File: src/include/hub_cfg_pkg.sv
// Shared constants for the hub power and port configuration register bank.
package hub_cfg_pkg;

   // Core clock rate of the register bank.
   localparam int unsigned CLK_MHZ = 100;

   // Register byte offsets on the internal serial-slave register port.
   localparam logic [7:0] ADDR_CFG_ONE    = 8'h07;
   localparam logic [7:0] ADDR_CFG_TWO    = 8'h08;
   localparam logic [7:0] ADDR_FIXED_PORT = 8'h09;
   localparam logic [7:0] ADDR_OFF_SELF   = 8'h0A;
   localparam logic [7:0] ADDR_OFF_BUS    = 8'h0B;
   localparam logic [7:0] ADDR_MAX_DRAW   = 8'h0C;

   // Address window that the configuration lock protects.
   localparam logic [7:0] LOCK_ADDR_LO = 8'h01;
   localparam logic [7:0] LOCK_ADDR_HI = 8'h10;

   // Reset value of every register, and the answer to an unmapped read.
   localparam logic [7:0] REG_RESET_VAL = 8'h00;
   localparam logic [7:0] UNMAPPED_VAL  = 8'h00;

   // Field positions in configuration byte one.
   localparam int unsigned CFG1_POWER_BIT   = 7;
   localparam int unsigned CFG1_FS_ONLY_BIT = 5;
   localparam int unsigned CFG1_EOP_OFF_BIT = 3;
   localparam int unsigned CFG1_SENSE_HI    = 2;
   localparam int unsigned CFG1_SENSE_LO    = 1;

   // Field positions in configuration byte two.
   localparam int unsigned CONFIG_BYTE_TWO_DYNAMIC_BIT  = 7;
   localparam int unsigned CONFIG_BYTE_TWO_DELAY_HI     = 5;
   localparam int unsigned CONFIG_BYTE_TWO_DELAY_LO     = 4;
   localparam int unsigned CONFIG_BYTE_TWO_COMPOUND_BIT = 3;

   // Port bit layout shared by the fixed-port and port-off registers.
   localparam int unsigned PORT_COUNT     = 2;
   localparam int unsigned PORT_FIRST_BIT = 1;
   localparam logic [7:0]  PORT_BITS_MASK = 8'h06;

   // Overload sensing mode codes; any code with the upper bit set means none.
   localparam logic [1:0] SENSE_GANGED   = 2'h0;
   localparam logic [1:0] SENSE_RESERVED = 2'h1;

   // Overload delay select codes.
   localparam logic [1:0] DELAY_SEL_0 = 2'h0;
   localparam logic [1:0] DELAY_SEL_1 = 2'h1;
   localparam logic [1:0] DELAY_SEL_2 = 2'h2;
   localparam logic [1:0] DELAY_SEL_3 = 2'h3;

   // Overload delay times in milliseconds.
   localparam real OC_DELAY_0_MS = 0.1;
   localparam real OC_DELAY_1_MS = 2.0;
   localparam real OC_DELAY_2_MS = 4.0;
   localparam real OC_DELAY_3_MS = 6.0;

   // Overload delay times in core clock cycles.
   localparam int unsigned OC_DELAY_0_CYC = int'(OC_DELAY_0_MS * 1000.0 * CLK_MHZ);
   localparam int unsigned OC_DELAY_1_CYC = int'(OC_DELAY_1_MS * 1000.0 * CLK_MHZ);
   localparam int unsigned OC_DELAY_2_CYC = int'(OC_DELAY_2_MS * 1000.0 * CLK_MHZ);
   localparam int unsigned OC_DELAY_3_CYC = int'(OC_DELAY_3_MS * 1000.0 * CLK_MHZ);

   // One count of the maximum draw value stands for this many milliamps.
   localparam logic [8:0] DRAW_UNIT_MA = 9'h002;

   // Width of the overload delay counter.
   localparam int unsigned DELAY_CNT_W = 32;

endpackage

File: src/hdl/level_sync.sv
// Two-flop synchroniser for a level arriving from outside the core clock domain.
`timescale 1ns/1ps
module level_sync
#(
   parameter logic IDLE_LEVEL = 1'b0
)
(
   input  wire logic i_clk_sys,
   input  wire logic i_rstn,
   input  wire logic i_async,
   output logic      o_sync
);

   typedef struct packed {
      logic first;
      logic second;
   } sync_s;

   sync_s sync_reg;
   sync_s sync_next;

   // The first stage feeds only the second, so metastability never reaches logic.
   always_comb
   begin
      sync_next        = sync_reg;
      sync_next.first  = i_async;
      sync_next.second = sync_reg.first;
   end

   // Both stages start at the pin's idle level, so reset shows no false edge.
   always_ff @(posedge i_clk_sys or negedge i_rstn)
   begin
      if (!i_rstn)
      begin
         sync_reg <= {IDLE_LEVEL, IDLE_LEVEL};
      end
      else
      begin
         sync_reg <= sync_next;
      end
   end

   assign o_sync = sync_reg.second;

endmodule // level_sync

File: src/hdl/hold_timer.sv
// Qualification timer: flags a condition that has held for a programmed number of cycles.
`timescale 1ns/1ps
module hold_timer
   import hub_cfg_pkg::*;
#(
   parameter int unsigned CNT_W = DELAY_CNT_W
)
(
   input  wire logic             i_clk_sys,
   input  wire logic             i_rstn,
   input  wire logic             i_run,
   input  wire logic [CNT_W-1:0] i_limit,
   output logic                  o_expired
);

   if (CNT_W < 2)
   begin : g_bad_width
      $error("hold_timer needs a counter of at least two bits");
   end

   typedef struct packed {
      logic [CNT_W-1:0] count;
      logic             expired;
   } timer_s;

   timer_s tmr_reg;
   timer_s tmr_next;

   // Any break in the condition restarts the count, so glitches never trip it.
   always_comb
   begin
      tmr_next = tmr_reg;
      if (!i_run)
      begin
         tmr_next.count   = '0;
         tmr_next.expired = 1'b0;
      end
      else if (!tmr_reg.expired)
      begin
         tmr_next.count = tmr_reg.count + {{(CNT_W-1){1'b0}}, 1'b1};
         if ((tmr_reg.count + {{(CNT_W-1){1'b0}}, 1'b1}) >= i_limit)
         begin
            tmr_next.expired = 1'b1;
         end
      end
   end

   // Counter and flag clear under reset.
   always_ff @(posedge i_clk_sys or negedge i_rstn)
   begin
      if (!i_rstn)
      begin
         tmr_reg <= '0;
      end
      else
      begin
         tmr_reg <= tmr_next;
      end
   end

   assign o_expired = tmr_reg.expired;

endmodule // hold_timer

File: src/hdl/hub_power_port_config_regs.sv
// Power, speed, overload and port configuration register bank of a two-port hub.
//
// Function
// [RULE1] Byte one bit 7 chooses bus power at 0, self power at 1.
// [RULE2] With dynamic switching on, the synchronised supply sense pin decides power mode.
// [RULE3] Byte one bit 5 high forces full-speed-only upstream attachment.
// [RULE4] Byte one bit 3 high suppresses the frame-end marker at full speed.
// [RULE5] Byte one bits 2:1 select ganged overload sensing, reserved, or none.
// [RULE6] Host uses no-sensing mode only with bus-powered configurations.
// [RULE7] Byte two bit 7 high enables automatic self/bus power switching.
// [RULE8] Byte two bits 5:4 pick overload delay 0.1, 2, 4 or 6 ms.
// [RULE9] Byte two bit 3 high marks the hub as part of a compound device.
// [RULE10] Fixed-port register bits 1 and 2 mark ports 1 and 2 non-removable.
// [RULE11] Fixed-port register bits 7:3 always read and hold zero.
// [RULE12] In self power, self port-off bits 1 and 2 disable ports 1 and 2.
// [RULE13] In bus power, bus port-off bits 1 and 2 disable ports 1 and 2.
// [RULE14] Port-off registers keep bit 0 and bits 7:3 at zero.
// [RULE15] Maximum draw value counts in 2 mA steps; 50 means 100 mA.
// [RULE16] Host never programs the maximum draw above 100 mA.
// [RULE17] Host adds a zero-reporting embedded function's draw to maximum draw.
// [RULE18] Once the configuration lock is set, writes to 0x01 through 0x10 are refused.
// [RULE19] Host writes only zero into reserved registers and bits.
// [RULE20] Registers read back the last write and hold 0x00 after hardware reset.
`timescale 1ns/1ps
module hub_power_port_config_regs
   import hub_cfg_pkg::*;
#(
   parameter int unsigned OC_CYC_0 = OC_DELAY_0_CYC,
   parameter int unsigned OC_CYC_1 = OC_DELAY_1_CYC,
   parameter int unsigned OC_CYC_2 = OC_DELAY_2_CYC,
   parameter int unsigned OC_CYC_3 = OC_DELAY_3_CYC
)
(
   input  wire logic                         i_clk_sys,
   input  wire logic                         i_rstn,
   input  wire logic                         i_wr_en,
   input  wire logic [7:0]                   i_wr_addr,
   input  wire logic [7:0]                   i_wr_data,
   input  wire logic                         i_rd_en,
   input  wire logic [7:0]                   i_rd_addr,
   input  wire logic                         i_config_lock,
   input  wire logic                         i_mem_clear,
   input  wire logic                         i_local_supply_sense_pin,
   input  wire logic                         i_overload_pin_n,
   output logic      [7:0]                   o_rd_data,
   output logic                              o_rd_valid,
   output logic                              o_wr_refused,
   output logic                              o_power_source_select,
   output logic                              o_full_speed_only,
   output logic                              o_frame_end_marker_off,
   output logic                              o_overload_sense_ganged,
   output logic                              o_overload_fault,
   output logic                              o_dynamic_switch_en,
   output logic                              o_compound_device,
   output logic      [hub_cfg_pkg::PORT_COUNT-1:0] o_fixed_port_mask,
   output logic      [hub_cfg_pkg::PORT_COUNT-1:0] o_port_enabled,
   output logic      [7:0]                   o_self_power_max_draw_value,
   output logic      [8:0]                   o_self_power_max_draw_ma
);

   // A delay count must fit the counter and be at least one cycle.
   if ((OC_CYC_0 < 1) || (OC_CYC_1 < 1) || (OC_CYC_2 < 1) || (OC_CYC_3 < 1))
   begin : g_bad_delay
      $error("overload delay counts must be at least one cycle");
   end

   typedef struct packed {
      logic [7:0]                  cfg_one;
      logic [7:0]                  cfg_two;
      logic [7:0]                  fixed_port;
      logic [7:0]                  off_self;
      logic [7:0]                  off_bus;
      logic [7:0]                  max_draw;
      logic [7:0]                  rd_data;
      logic                        rd_valid;
      logic                        wr_refused;
      logic                        self_power;
      logic                        fs_only;
      logic                        marker_off;
      logic                        ganged;
      logic                        dynamic;
      logic                        compound;
      logic [PORT_COUNT-1:0]       fixed_mask;
      logic [PORT_COUNT-1:0]       port_en;
      logic [8:0]                  draw_ma;
      logic [DELAY_CNT_W-1:0]      delay_cyc;
   } bank_s;

   bank_s bank_reg;
   bank_s bank_next;

   logic                  supply_sense;
   logic                  overload_n;
   logic                  overload_hit;
   logic                  power_self_now;
   logic [PORT_COUNT-1:0] port_off_now;
   logic [PORT_COUNT-1:0] port_fixed_now;
   logic [1:0]            sense_mode;
   logic [1:0]            delay_sel;
   logic                  wr_locked;

   // The supply sense pin is asynchronous to the core clock.
   level_sync u_supply_sync
   (
      .i_clk_sys (i_clk_sys),
      .i_rstn    (i_rstn),
      .i_async   (i_local_supply_sense_pin),
      .o_sync    (supply_sense)
   );

   // The overload flag pin is asynchronous to the core clock.
   level_sync #(.IDLE_LEVEL (1'b1)) u_overload_sync
   (
      .i_clk_sys (i_clk_sys),
      .i_rstn    (i_rstn),
      .i_async   (i_overload_pin_n),
      .o_sync    (overload_n)
   );

   // A fault counts only in ganged mode; other modes leave the pin unwatched.
   assign overload_hit = bank_reg.ganged && !overload_n;

   // The fault is reported only after the programmed delay of steady overload.
   hold_timer #(
      .CNT_W (DELAY_CNT_W)
   ) u_overload_timer
   (
      .i_clk_sys (i_clk_sys),
      .i_rstn    (i_rstn),
      .i_run     (overload_hit),
      .i_limit   (bank_reg.delay_cyc),
      .o_expired (o_overload_fault)
   );

   // Dynamic switching overrides the stored mode bit with the sensed supply.
   assign power_self_now = bank_reg.cfg_two[CONFIG_BYTE_TWO_DYNAMIC_BIT] ? supply_sense // [RULE2]
      : bank_reg.cfg_one[CFG1_POWER_BIT]; // [RULE1]

   assign sense_mode = bank_reg.cfg_one[CFG1_SENSE_HI:CFG1_SENSE_LO];
   assign delay_sel  = bank_reg.cfg_two[CONFIG_BYTE_TWO_DELAY_HI:CONFIG_BYTE_TWO_DELAY_LO];

   // The lock covers the whole configuration window, which holds all of this bank.
   assign wr_locked = i_config_lock && (i_wr_addr >= LOCK_ADDR_LO)
                      && (i_wr_addr <= LOCK_ADDR_HI); // [RULE18]

   // Each port picks its disable bit from the register of the current power mode.
   for (genvar p = 0; p < PORT_COUNT; p++)
   begin : g_port
      assign port_off_now[p]   = power_self_now ? bank_reg.off_self[PORT_FIRST_BIT + p] // [RULE12]
                                                : bank_reg.off_bus[PORT_FIRST_BIT + p]; // [RULE13]
      assign port_fixed_now[p] = bank_reg.fixed_port[PORT_FIRST_BIT + p]; // [RULE10]
   end

   // Register writes, reads and the decoded configuration outputs.
   always_comb
   begin
      bank_next            = bank_reg;
      bank_next.rd_valid   = 1'b0;
      bank_next.wr_refused = 1'b0;

      // A memory clear from the command register wins over any write in that cycle.
      if (i_mem_clear)
      begin
         bank_next.cfg_one    = REG_RESET_VAL; // [RULE20]
         bank_next.cfg_two    = REG_RESET_VAL;
         bank_next.fixed_port = REG_RESET_VAL;
         bank_next.off_self   = REG_RESET_VAL;
         bank_next.off_bus    = REG_RESET_VAL;
         bank_next.max_draw   = REG_RESET_VAL;
      end
      else if (i_wr_en && wr_locked)
      begin
         bank_next.wr_refused = 1'b1; // [RULE18]
      end
      else if (i_wr_en)
      begin
         // Unmapped offsets take the write silently and change nothing.
         case (i_wr_addr)
            ADDR_CFG_ONE:    bank_next.cfg_one    = i_wr_data; // [RULE20]
            ADDR_CFG_TWO:    bank_next.cfg_two    = i_wr_data;
            ADDR_FIXED_PORT: bank_next.fixed_port = i_wr_data & PORT_BITS_MASK; // [RULE11]
            ADDR_OFF_SELF:   bank_next.off_self   = i_wr_data & PORT_BITS_MASK; // [RULE14]
            ADDR_OFF_BUS:    bank_next.off_bus    = i_wr_data & PORT_BITS_MASK; // [RULE14]
            ADDR_MAX_DRAW:   bank_next.max_draw   = i_wr_data;
            default:         bank_next.max_draw   = bank_reg.max_draw;
         endcase
      end

      // Reads answer one cycle later from the stored bytes; unmapped reads give zero.
      if (i_rd_en)
      begin
         bank_next.rd_valid = 1'b1;
         case (i_rd_addr)
            ADDR_CFG_ONE:    bank_next.rd_data = bank_reg.cfg_one; // [RULE20]
            ADDR_CFG_TWO:    bank_next.rd_data = bank_reg.cfg_two;
            ADDR_FIXED_PORT: bank_next.rd_data = bank_reg.fixed_port;
            ADDR_OFF_SELF:   bank_next.rd_data = bank_reg.off_self;
            ADDR_OFF_BUS:    bank_next.rd_data = bank_reg.off_bus;
            ADDR_MAX_DRAW:   bank_next.rd_data = bank_reg.max_draw;
            default:         bank_next.rd_data = UNMAPPED_VAL;
         endcase
      end

      // Decoded controls lag the stored bytes by one cycle to keep outputs on flops.
      bank_next.self_power = power_self_now;                                // [RULE1]
      bank_next.fs_only    = bank_reg.cfg_one[CFG1_FS_ONLY_BIT];            // [RULE3]
      bank_next.marker_off = bank_reg.cfg_one[CFG1_EOP_OFF_BIT];            // [RULE4]
      bank_next.ganged     = (sense_mode == SENSE_GANGED);                  // [RULE5]
      bank_next.dynamic    = bank_reg.cfg_two[CONFIG_BYTE_TWO_DYNAMIC_BIT];            // [RULE7]
      bank_next.compound   = bank_reg.cfg_two[CONFIG_BYTE_TWO_COMPOUND_BIT];           // [RULE9]
      bank_next.fixed_mask = port_fixed_now;                                // [RULE10]
      bank_next.port_en    = ~port_off_now;                                 // [RULE12]
      bank_next.draw_ma    = {1'b0, bank_reg.max_draw} * DRAW_UNIT_MA;      // [RULE15]

      // Delay select maps onto cycle counts; changing it mid-fault keeps the count.
      case (delay_sel)
         DELAY_SEL_0: bank_next.delay_cyc = DELAY_CNT_W'(OC_CYC_0); // [RULE8]
         DELAY_SEL_1: bank_next.delay_cyc = DELAY_CNT_W'(OC_CYC_1); // [RULE8]
         DELAY_SEL_2: bank_next.delay_cyc = DELAY_CNT_W'(OC_CYC_2); // [RULE8]
         DELAY_SEL_3: bank_next.delay_cyc = DELAY_CNT_W'(OC_CYC_3); // [RULE8]
         default:     bank_next.delay_cyc = DELAY_CNT_W'(OC_CYC_3);
      endcase
   end

   // Hardware reset returns every mapped register to zero, sensing to ganged, both ports to enabled, and the delay to the shortest.
   always_ff @(posedge i_clk_sys or negedge i_rstn)
   begin
      if (!i_rstn)
      begin
         bank_reg           <= '0;
         bank_reg.ganged    <= 1'b1;
         bank_reg.port_en   <= '1;
         bank_reg.delay_cyc <= DELAY_CNT_W'(OC_CYC_0);
      end
      else
      begin
         bank_reg <= bank_next;
      end
   end

   // Every output except o_overload_fault comes straight from the state register.
   assign o_rd_data                   = bank_reg.rd_data;
   assign o_rd_valid                  = bank_reg.rd_valid;
   assign o_wr_refused                = bank_reg.wr_refused;
   assign o_power_source_select       = bank_reg.self_power;
   assign o_full_speed_only           = bank_reg.fs_only;
   assign o_frame_end_marker_off      = bank_reg.marker_off;
   assign o_overload_sense_ganged     = bank_reg.ganged;
   assign o_dynamic_switch_en         = bank_reg.dynamic;
   assign o_compound_device           = bank_reg.compound;
   assign o_fixed_port_mask           = bank_reg.fixed_mask;
   assign o_port_enabled              = bank_reg.port_en;
   assign o_self_power_max_draw_value = bank_reg.max_draw;
   assign o_self_power_max_draw_ma    = bank_reg.draw_ma;

endmodule // hub_power_port_config_regs

File: config.mk
export PLATFORM = sky130hd
export DESIGN_NAME = hub_power_port_config_regs
export DESIGN_NICKNAME = d
export VERILOG_FILES = /design/src/include/hub_cfg_pkg.sv /design/src/hdl/level_sync.sv /design/src/hdl/hold_timer.sv /design/src/hdl/hub_power_port_config_regs.sv
export SDC_FILE = /design/constraint.sdc
export NUM_CORES = 1
export LEC_CHECK = 0
export CAP_MARGIN = 20
export CORE_MARGIN = 1
export CORE_UTILIZATION = 55
export CTS_BUF_LIST = sky130_fd_sc_hd__clkbuf_8
export CTS_CLUSTER_SIZE = 8
export DETAILED_ROUTE_END_ITERATION = 16
export DONT_BUFFER_PORTS = 1
export PLACE_DENSITY = 0.75
export SETUP_SLACK_MARGIN = 0.3
export SLEW_MARGIN = 20
export SYNTH_ARGS = -nofsm -noshare
export SYNTH_HDL_FRONTEND = slang
export SYNTH_SLANG_ARGS = --single-unit
export TNS_END_PERCENT = 50
File: constraint.sdc
create_clock -name i_clk_sys -period 2.36 [get_ports i_clk_sys]
set_input_delay 0.354 -clock i_clk_sys [delete_from_list [all_inputs] [get_ports i_clk_sys]]
set_output_delay 0.354 -clock i_clk_sys [all_outputs]
set_load 0.005 [all_outputs]
# Word-level counts from Yosys, hierarchy flattened
# Cells that the tools add are included.
# Widths: inputs -> output; s select.
# classes
add_sub_neg,1
magnitude_cmp,3
n_eq_ne,17
n_mux,20
bitwise_logic,1
reduce_logical,20
# op_table
cell,n
$mux 48,3
$pmux 32 s4,1
$eq 8x4->1 const B,10
$mux 33,2
$mux 8,6
$pmux 8 s6,1
$add 32x1->32 const B,1
$ge 32x32->1,1
$reduce_and 3->1,6
$eq 8x3->1 const B,2
$reduce_bool 2->1,7
$ge 8x1->1 const B,1
$le 8x5->1 const B,1
$mux 1,7
$eq 2x2->1 const B,2
$logic_and 1x1->1,4
$logic_not 2->1,2
$ne 2x2->1 const B,2
$eq 2x1->1 const B,1
$not 2->2,1
$logic_not 1->1,1
# word_totals
ff_bits,145
input_bits,32
out_inout_bits,38
elab_cells,87

# Logic depth before layout (Yosys ltp)
# Gate-level depths: netlist of run 1.
# logic_depth
ltp_word,6
mapped_depth,12

# By module
# A second synthesis of run 1 with hierarchy kept.
# hier_totals
hier_cells,629
hier_area_um2,6085.8
# modules_own_cells
module,n_inst,cells_each,area_per_inst_um2
hub_power_port_config_regs,1,267,3050.4
hold_timer,1,358,2932.8
level_sync (u_overload_sync),1,2,52.6
level_sync (u_supply_sync),1,2,50.0

# Least setup slack after synthesis of run 1
# No wires, ideal clock.
# synth_path
path_type,reg2reg
start,register u_overload_timer.tmr_reg[1] (netlist name)
end,register u_overload_timer.tmr_reg (netlist bit u_overload_timer.o_expired)
setup_time_ns,0.141
t_arrival_ns,2.474
required_ns,2.219
setup_slack_ns,-0.255
stages_incl_launch_ff,12
path_buffers,0
synth_period_minus_slack_ns,2.615
cell_sequence,dfrtp_1 > ha_1 > nand2_1 > nor4_4 > nand2_1 > xnor2_1 > ha_1 > a21o_1 > a211oi_1 > nand2_1 > a211oi_2 > a41oi_1
# synth_lines
element,line,text
"start, declared",hold_timer.sv:26,timer_s tmr_reg;
"start signal, assigned",hold_timer.sv:57,tmr_reg <= tmr_next;

==> metrics.txt, run 1 <==
RSZ-0062 raised after global routing yes; sw frac 26.89%; most frequent cell after synthesis dfrtp_1; vias per cell 5.786; DRT iter0 DRCs 203; placed cells ~640; fin crit share 102.1%; gr ovfl total 0; fraction of layout cells with a size suffix above 1 27.59%; drt drc 0; vias in the first global route ~4000; starting density of the core 56.50%; Finished Layout Cells 673; Port Buf Inserts 0; Pleak 2.731 nW; post-route antenna net violation count 0; Rows 36; core area slightly below 0.01 mm2; Hold Crit Class in -> async; Yosys warning total 0; Worst-Skew Late Latency 0.37 ns; Final Core Density 62.67%; Die H just over 100 um; die width 102.2 um; clock-pin slew on the worst setup and hold paths around 0.11 ns; failing checks negative hold slack, negative setup slack; Fin. Hold Viols 104; P_sw 918.1 uW; hold bufs inserted after CTS 3; Place WS -0.1341 ns; H-tree levels 3; clock sink count approximately 100; Die Area 0.01045 mm2; Synth area leader dfrtp_1; Synth cell types 58; Required @ worst endpoint 2.60 ns; area delta synth->final 10.92%; pin count of the biggest net entering global routing 105; max-slew violation count 0; Post-Syn Nets 570; Synth top area share 43.04%; Final #Nets 587; Reg2Reg Launch Point u_overload_timer.tmr_reg[4]; list of most frequent post-synthesis cells dfrtp_1 (95), nor2_1 (52), buf_4 (31), mux2_2 (30), xnor2_1 (29); FILL cells approximately 800; clock root buffer clkbuf_8; WL per Instance 17.30 um; PnR worst setup slack -0.04952 ns; minimum clock period 2.410 ns; critical path class reg -> reg; total wire length 11650 um; # setup viols final 1; Gate Count Post-Synth 518; Max Cap Viol 0; Reg2Reg Depth 10; total CTS buffers 9; power share of the combinational group 8.7%; Peak Freq 0.4150 GHz; initial antenna violation count 0; Reg power frac 59.3%; Max-slew headroom 51.94%; critical path arrival 2.65 ns; Final Cell Area approximately 0.006 mm2; sequential-to-total area share from yosys stat 47.33%; Slew @ Worst Pin 0.7210 ns; ys async rst share 100.0%; CP Max Fanout 6; status finished, violations left; Int Power 2.496 mW; Tot GR Track Use 24.23%; Startpoint Class flip-flop; clock share of power 32.0%; Post-DP Area 0.005739 mm2; Most used DFF post-synth dfrtp_1; Layout Skew between 0.015 and 0.02 ns; Power Density between 500 and 600 mW/mm2; first-pass GRT wire length 19370 um; Max clock buf depth 2; peak supply drop about 0.4 mV; DR pass1 iterations 5; CTS tree done; number of synthesized flops with an enable pin 0; Syn Std Cell Area 0.005523 mm2; R2R Setup Slk -0.05 ns; Largest register FFs 32; GP Congestion around 0.97; hpwl dp 8203 um; FF-to-FF End u_overload_timer.o_expired; IO Pins 70; top cells by area, synth dfrtp_1 (43%), mux2_2 (6.1%), xnor2_1 (4.6%), ha_1 (4.5%), dfstp_2 (4.3%); FF+latch count, synth 104; ANT cells 0; worst hold slack -0.3316 ns; vias post-DR 3894; CP endpoint kind flip-flop; Avg Cell Area, Syn 10.66 um2; TNS Setup -0.04952 ns
[cell usage in the layout, fill, tap and decap left out, drive strengths merged, types with 9 or more instances in the layout]
cell     n
nor2b   10
nor4    11
a21oi    9
xnor2   29
dfstp    9
or3      9
nor3    12
nor2    55
nand2   21
inv     27
buf     55
xor2    17
nand4   14
nand3   18
clkbuf   9
mux2    30
ha      20
dfrtp   95
[how the worst max path moves through the flow]
stage / from / to / depth (start not counted)
after floorplan: u_overload_timer.tmr_reg[11] / u_overload_timer.o_expired / 11
after global placement: u_overload_timer.tmr_reg[4] / u_overload_timer.o_expired / 9
after detailed placement: u_overload_timer.tmr_reg[4] / u_overload_timer.o_expired / 9
after CTS: u_overload_timer.tmr_reg[4] / u_overload_timer.o_expired / 9
after global routing: u_overload_timer.tmr_reg[4] / u_overload_timer.o_expired / 10
final: u_overload_timer.tmr_reg[4] / u_overload_timer.o_expired / 10
[kinds of logic after synthesis]
family | synth area share [%]
multiplexers | 7.839
buffers and inverters | 7.748
AO/OA/AOI/OAI | 7.340
other | 0.06790
flip-flops | 47.33
adder cells (fa/ha/maj) | 4.531
AND/OR/NAND/NOR | 17.85
XOR/XNOR | 7.295
[worst max-delay path: stages (launching register included)]
cell and delay [ns]:
dfrtp_2 0.43, nand4_1 0.19, or3_1 0.47, xnor2_1 0.15, ha_1 0.29, a21o_1 0.16
a21oi_1 0.12, o21ai_0 0.09, a21oi_1 0.15, a21o_1 0.13, a41oi_1 0.11
[power groups by stage]
stage                     Sequential (mW)  Combinational (mW)  Clock, mW
final                                2.03               0.298       1.09
after global routing                 2.04               0.333       1.18
after global placement               2.06               0.282          0
after CTS                            2.03               0.299       1.13
after floorplan                      2.02               0.283          0
after detailed placement             2.06               0.291          0
[stage by stage]
stage	hold WS, ns	total power, mW
global route	-0.3625	3.561
detailed placement	0.06212	2.353
CTS	-0.3522	3.460
finish	-0.3316	3.414
global placement	0.06179	2.337
floorplan	0.05841	2.304
[routing by layer]
layer,global-route usage (%),wire length [um],vias to the layer above,part of all wire [%]
li1,-,-,1831,-
met1,29.84,4953,1928,43
met2,41.71,5862,113,50
met3,5.951,589,22,5.1
met4,8.242,240,0,2.1
met5,0,0,-,0
[cell type report]
cell class | count | area, um2 | area share, %
clock buffers | 9 | 123.9 | 2.022
clock inverters | 7 | 73.82 | 1.205
inverters | 24 | 90.09 | 1.471
multi-input cells | 338 | 2599 | 42.42
flip-flops and latches | 104 | 2623 | 42.81
well taps | 133 | 166.4 | 2.717
repair buffers | 58 | 450.4 | 7.353
[repair_timing]
| item | 4_1_cts | 5_1_grt |
|---|---|---|
| setup endpoints to repair | 10 | 10 |
| resized for setup | 17 | 3 |
| hold endpoints to repair | 107 | 104 |
| buffers inserted | 10 | 0 |
| pin swaps | 18 | 5 |
(Power assumes the default switching activity.)
==> run 2: changes to the inputs <==
--- a/config.mk
+++ b/config.mk
@@ -7,12 +7,12 @@
 export LEC_CHECK = 0
 export CAP_MARGIN = 20
 export CORE_MARGIN = 1
-export CORE_UTILIZATION = 55
+export CORE_UTILIZATION = 40
 export CTS_BUF_LIST = sky130_fd_sc_hd__clkbuf_8
 export CTS_CLUSTER_SIZE = 8
 export DETAILED_ROUTE_END_ITERATION = 16
 export DONT_BUFFER_PORTS = 1
-export PLACE_DENSITY = 0.75
+export PLACE_DENSITY = 0.58
 export SETUP_SLACK_MARGIN = 0.3
 export SLEW_MARGIN = 20
 export SYNTH_ARGS = -nofsm -noshare
==> metrics.txt, run 2 (synthesis gave the netlist of run 1 again) <==
CP endpoint kind flip-flop; Largest register FFs 32; core area 0.01335 mm2; clock-pin slew on the worst setup and hold paths 0.11 ns; Int Power around 2.5 mW; DRT iter0 DRCs 193; Multi-input gate area 0.002616 mm2; Required @ worst endpoint 2.61 ns; sw frac 26.48%; Die Area 0.01428 mm2; Reg2Reg Launch Point u_overload_timer.tmr_reg[11]; Max-slew headroom 36.61%; clock sink count between 100 and 150; # setup viols final 1; total CTS buffers 9; Startpoint Class flip-flop; Slew @ Worst Pin 0.9428 ns; fraction of layout cells with a size suffix above 1 between 20% and 30%; power share of the combinational group about 8.7%; minimum clock period 2.478 ns; WL per Instance 17.15 um; initial antenna violation count 0; DR pass1 iterations 4; max-slew violation count 0; first-pass GRT wire length 20420 um; Reg2Reg Depth 9; TNS Setup -0.1181 ns; H-tree levels 3; fin crit share 105.0%; Overall Power roughly 3.3 mW; post-route antenna net violation count 0; hold bufs inserted after CTS 3; ANT cells 0; starting density of the core between 40 and 50%; area delta synth->final 11.44%; Hold Crit Class in -> async; CP Max Fanout 4; die width 119.5 um; hpwl dp 8483 um; GP Congestion 0.8205; Tot GR Track Use 18.31%; FF-to-FF End u_overload_timer.o_expired; clock share of power 30.7%; RSZ-0062 raised after global routing yes; CTS tree done; Place WS -0.1984 ns; vias in the first global route 4029; most common cell after layout, fill and taps aside dfrtp_1; total wire length between 10000 and 15000 um; IO Pins 70; drt drc 0; FILL cells 1265; failing checks negative hold slack, negative setup slack; Fin. Hold Viols around 100; R2R Setup Slk -0.12 ns; Power Density 544.2 mW/mm2; peak supply drop between 0.3 and 0.4 mV; critical path class reg -> reg; Peak Freq 0.4035 GHz; Port Buf Inserts 0; status finished, violations left; clock root buffer clkbuf_8; Die H 119.5 um; PnR worst setup slack -0.1181 ns; Final #Nets between 500 and 600; most frequent cells in the layout dfrtp_1 (90), buf_4 (54), nor2_1 (51); Sequential Area ~0.0026 mm2; Worst-Skew Late Latency 0.38 ns; Max clock buf depth 2; P_sw slightly below 900 uW; Rows 42; worst hold slack -0.3468 ns; Layout Skew around 0.013 ns; Max Cap Viol 0; vias post-DR between 3000 and 4000; gr ovfl total 0; Final Core Density a little under half; critical path arrival between 2 and 3 ns; Pleak 2.723 nW; vias per cell 5.386; pin count of the biggest net entering global routing 105; Reg power frac 60.6%
[run 2: changes by cell type in the layout (fill, tap and decap cells not counted), moves of 2 or more]
cell	delta
buf_6	-2
dfrtp_1	+2
inv_1	+2
dfrtp_2	-2
clkinv_8	-2
clkinv_4	+2
nor3_1	-2
nor3_2	+2
[run 2: cell type report]
type,instances,area share (%)
Tap cell,176,3.578
Clock buffer,9,2.013
Sequential cell,104,42.57
Timing Repair Buffer,57,7.075
Clock inverter,7,0.7928
Multi-Input combinational cell,338,42.51
Inverter,24,1.464
[run 2: critical path: stages (launching register included)]
cell and delay (ns):
dfrtp_1 0.40, nand4_4 0.17, or4_4 0.58, nor2_2 0.10, xor2_1 0.16, ha_1 0.29
a211oi_2 0.26, nand2_1 0.10, a211oi_2 0.15, a41oi_1 0.12
[run 2: power groups by stage]
stage,Combinational [mW],Sequential [mW],Clock (mW)
CTS,0.296,2.03,1.07
global placement,0.280,2.06,0
global route,0.329,2.05,1.13
detailed placement,0.289,2.07,0
floorplan,0.283,2.02,0
finish,0.292,2.03,1.03
[run 2: repair_timing]
action | 4_1_cts | 5_1_grt
gates resized for setup | 11 | 7
pin swaps | 10 | 4
hold endpoints to repair | 107 | 104
setup buffers | 6 | 2
endpoints found under the setup margin | 8 | 11
[run 2: routing by layer]
metal,part of all wire [%],track usage (%),wire (um)
met1,44,22.48,5412
met5,0,0,0
met3,4.6,3.802,559
met2,49,31.07,6071
met4,1.8,7.969,222
[run 2: how the worst max path moves through the flow]
stage / start / to / slack (ns) / cells past startpoint
after CTS: u_overload_timer.tmr_reg[13] / u_overload_timer.o_expired / -0.13 / 9
after floorplan: u_overload_timer.tmr_reg[11] / u_overload_timer.o_expired / -0.04 / 11
after global placement: u_overload_timer.tmr_reg[4] / u_overload_timer.o_expired / -0.12 / 10
after detailed placement: u_overload_timer.tmr_reg[4] / u_overload_timer.o_expired / -0.20 / 9
final: u_overload_timer.tmr_reg[11] / u_overload_timer.o_expired / -0.12 / 9
after global routing: u_overload_timer.tmr_reg[5] / u_overload_timer.o_expired / -0.28 / 10
[run 2: per-stage QoR]
step	area, um2	cells
3_3_place_gp	5801	688
2_1_floorplan	5577	518
6_report	6155	715
5_1_grt	6155	715
4_1_cts	6096	713
3_5_place_dp	5801	688
==> run 3: changes to the inputs <==
--- a/config.mk
+++ b/config.mk
@@ -14,6 +14,7 @@
 export DONT_BUFFER_PORTS = 1
 export PLACE_DENSITY = 0.58
 export SETUP_SLACK_MARGIN = 0.3
+export SKIP_LAST_GASP = 1
 export SLEW_MARGIN = 20
 export SYNTH_ARGS = -nofsm -noshare
 export SYNTH_HDL_FRONTEND = slang
==> metrics.txt, run 3 (synthesis gave the netlist of run 1 again) <==
die width about 120 um; max-slew violation count 0; critical path class reg -> reg; drt drc 0; total CTS buffers 9; IO Pins 70; Slew @ Worst Pin 0.9410 ns; Startpoint Class flip-flop; Largest register FFs 32; vias in the first global route just over 4000; Finished Layout Cells a little over 700; GP Congestion a little over 0.8; WL per Instance 17.12 um; Pleak 2.731 nW; pin count of the biggest net entering global routing 105; fin crit share 105.4%; CP dominant cell by count a211oi_2; clock root buffer clkbuf_8; DRT iter0 DRCs 212; core area 0.01335 mm2; Die H 119.5 um; Power Density 544.5 mW/mm2; FILL cells 1267; Port Buf Inserts 0; Final #Nets between 500 and 600; Overall Power around 3.3 mW; total wire length 12260 um; Max Cap Viol 0; critical path's slowest cell dfrtp_1; clock-pin slew on the worst setup and hold paths 0.10 ns; CP peak stage delay 0.43 ns; peak supply drop 0.3544 mV; ANT cells 0; CP Max Fanout 4; post-route antenna net violation count 0; Reg2Reg Launch Point u_overload_timer.tmr_reg[3]; DR pass1 iterations 6; initial antenna violation count 0; Place WS -0.1984 ns; first-pass GRT wire length 20460 um; CTS tree done; starting density of the core 41.38%; critical path arrival between 2 and 3 ns; fraction of layout cells with a size suffix above 1 26.30%; CP Launch Point u_overload_timer.tmr_reg[3]; Multi-input gate area 0.002595 mm2; # setup viols final 1; hpwl dp approximately 8500 um; status finished, violations left; H-tree levels 3; failing checks negative hold slack, negative setup slack; hold bufs inserted after CTS 3; area delta synth->final 11.26%; Sequential Area 0.002620 mm2; Rows 42; Max-slew headroom 36.73%; worst hold slack -0.3430 ns; RSZ-0062 raised after global routing yes; Max clock buf depth 2; Required @ worst endpoint about 2.6 ns; CP cell instances nand4_1 > buf_4 > or4_4 > nor2_2 > xor2_1 > ha_1 > a211oi_2 > nand2_1 > a211oi_2 > a41oi_1; most frequent cells in the layout dfrtp_1 (90), buf_4 (54), nor2_1 (51); Tot GR Track Use 18.32%; Peak Freq 0.4020 GHz; PnR worst setup slack -0.1274 ns; placed cells 688; gr ovfl total 0; Layout Skew ~0.011 ns; TNS Setup -0.1274 ns; CP endpoint kind flip-flop; minimum clock period about 2.5 ns; vias per cell 5.378; Worst-Skew Late Latency roughly 0.38 ns; Fin. Hold Viols 104; vias post-DR 3851; most common cell after layout, fill and taps aside dfrtp_1; Die Area 0.01428 mm2; Hold Crit Class in -> async; clock sink count 104
[run 3: where the power goes]
group          total [mW]  switching [mW]  internal (mW)
sequential           2.03           0.100           1.93
combinational       0.292           0.142          0.150
clock                1.03           0.641          0.384
total                3.35           0.883           2.46
[run 3: area by class of cell]
type                    instances  share of cell area, %
flip-flops and latches        104                  42.64
clock buffers                   9                  2.016
well taps                     176                  3.584
multi-input cells             338                  42.23
repair buffers                 58                  7.269
inverters                      24                  1.466
clock inverters                 7                 0.7941
[run 3: repair_timing]
action	in CTS	in global routing
hold endpoints to repair	107	104
endpoints found under the setup margin	8	11
pin swaps	9	5
resized for setup	9	6
setup buffers	6	3
[run 3: worst paths after layout]
| check | to | slack [ns] | depth (start not counted) |
|---|---|---|---|
| worst min register to register | u_supply_sync.o_sync | 0.35 | 0 |
| max in group asynchronous | bank_reg[4] | 2.42 | 0 |
| worst min-delay path | u_overload_timer.tmr_reg[28] | -0.34 | 0 |
| worst max register to register | u_overload_timer.o_expired | -0.13 | 10 |
| worst max-delay path | u_overload_timer.o_expired | -0.13 | 10 |
| min in group i_clk_sys | o_wr_refused | 0.06 | 1 |
[run 3: metal layers]
| metal | share of wire [%] | global-route usage, % | wire (um) | vias up |
|---|---|---|---|---|
| met4 | 1.6 | 8.203 | 192 | 0 |
| met1 | 45 | 22.54 | 5485 | 1926 |
| met2 | 50 | 30.92 | 6083 | 78 |
| met5 | 0 | 0 | 0 | - |
| met3 | 4.1 | 3.802 | 500 | 11 |
| li1 | - | - | - | 1836 |
[run 3: worst max-delay path, delay by kind of cell (launching register included)]
kind,cells,cell delay (ns)
AND/OR/NAND/NOR,4,0.76
AO/OA/AOI/OAI,3,0.53
XOR/XNOR,1,0.16
buffers and inverters,1,0.17
flip-flops,1,0.43
adder cells (fa/ha/maj),1,0.29
[run 3: per-stage QoR]
step                      utilization (%)  instance area (um2)
after floorplan                         -                 5577
after global placement              43.46                 5801
after detailed placement            43.46                 5801
after CTS                           45.59                 6086
after global routing                46.03                 6145
final                               46.03                 6145
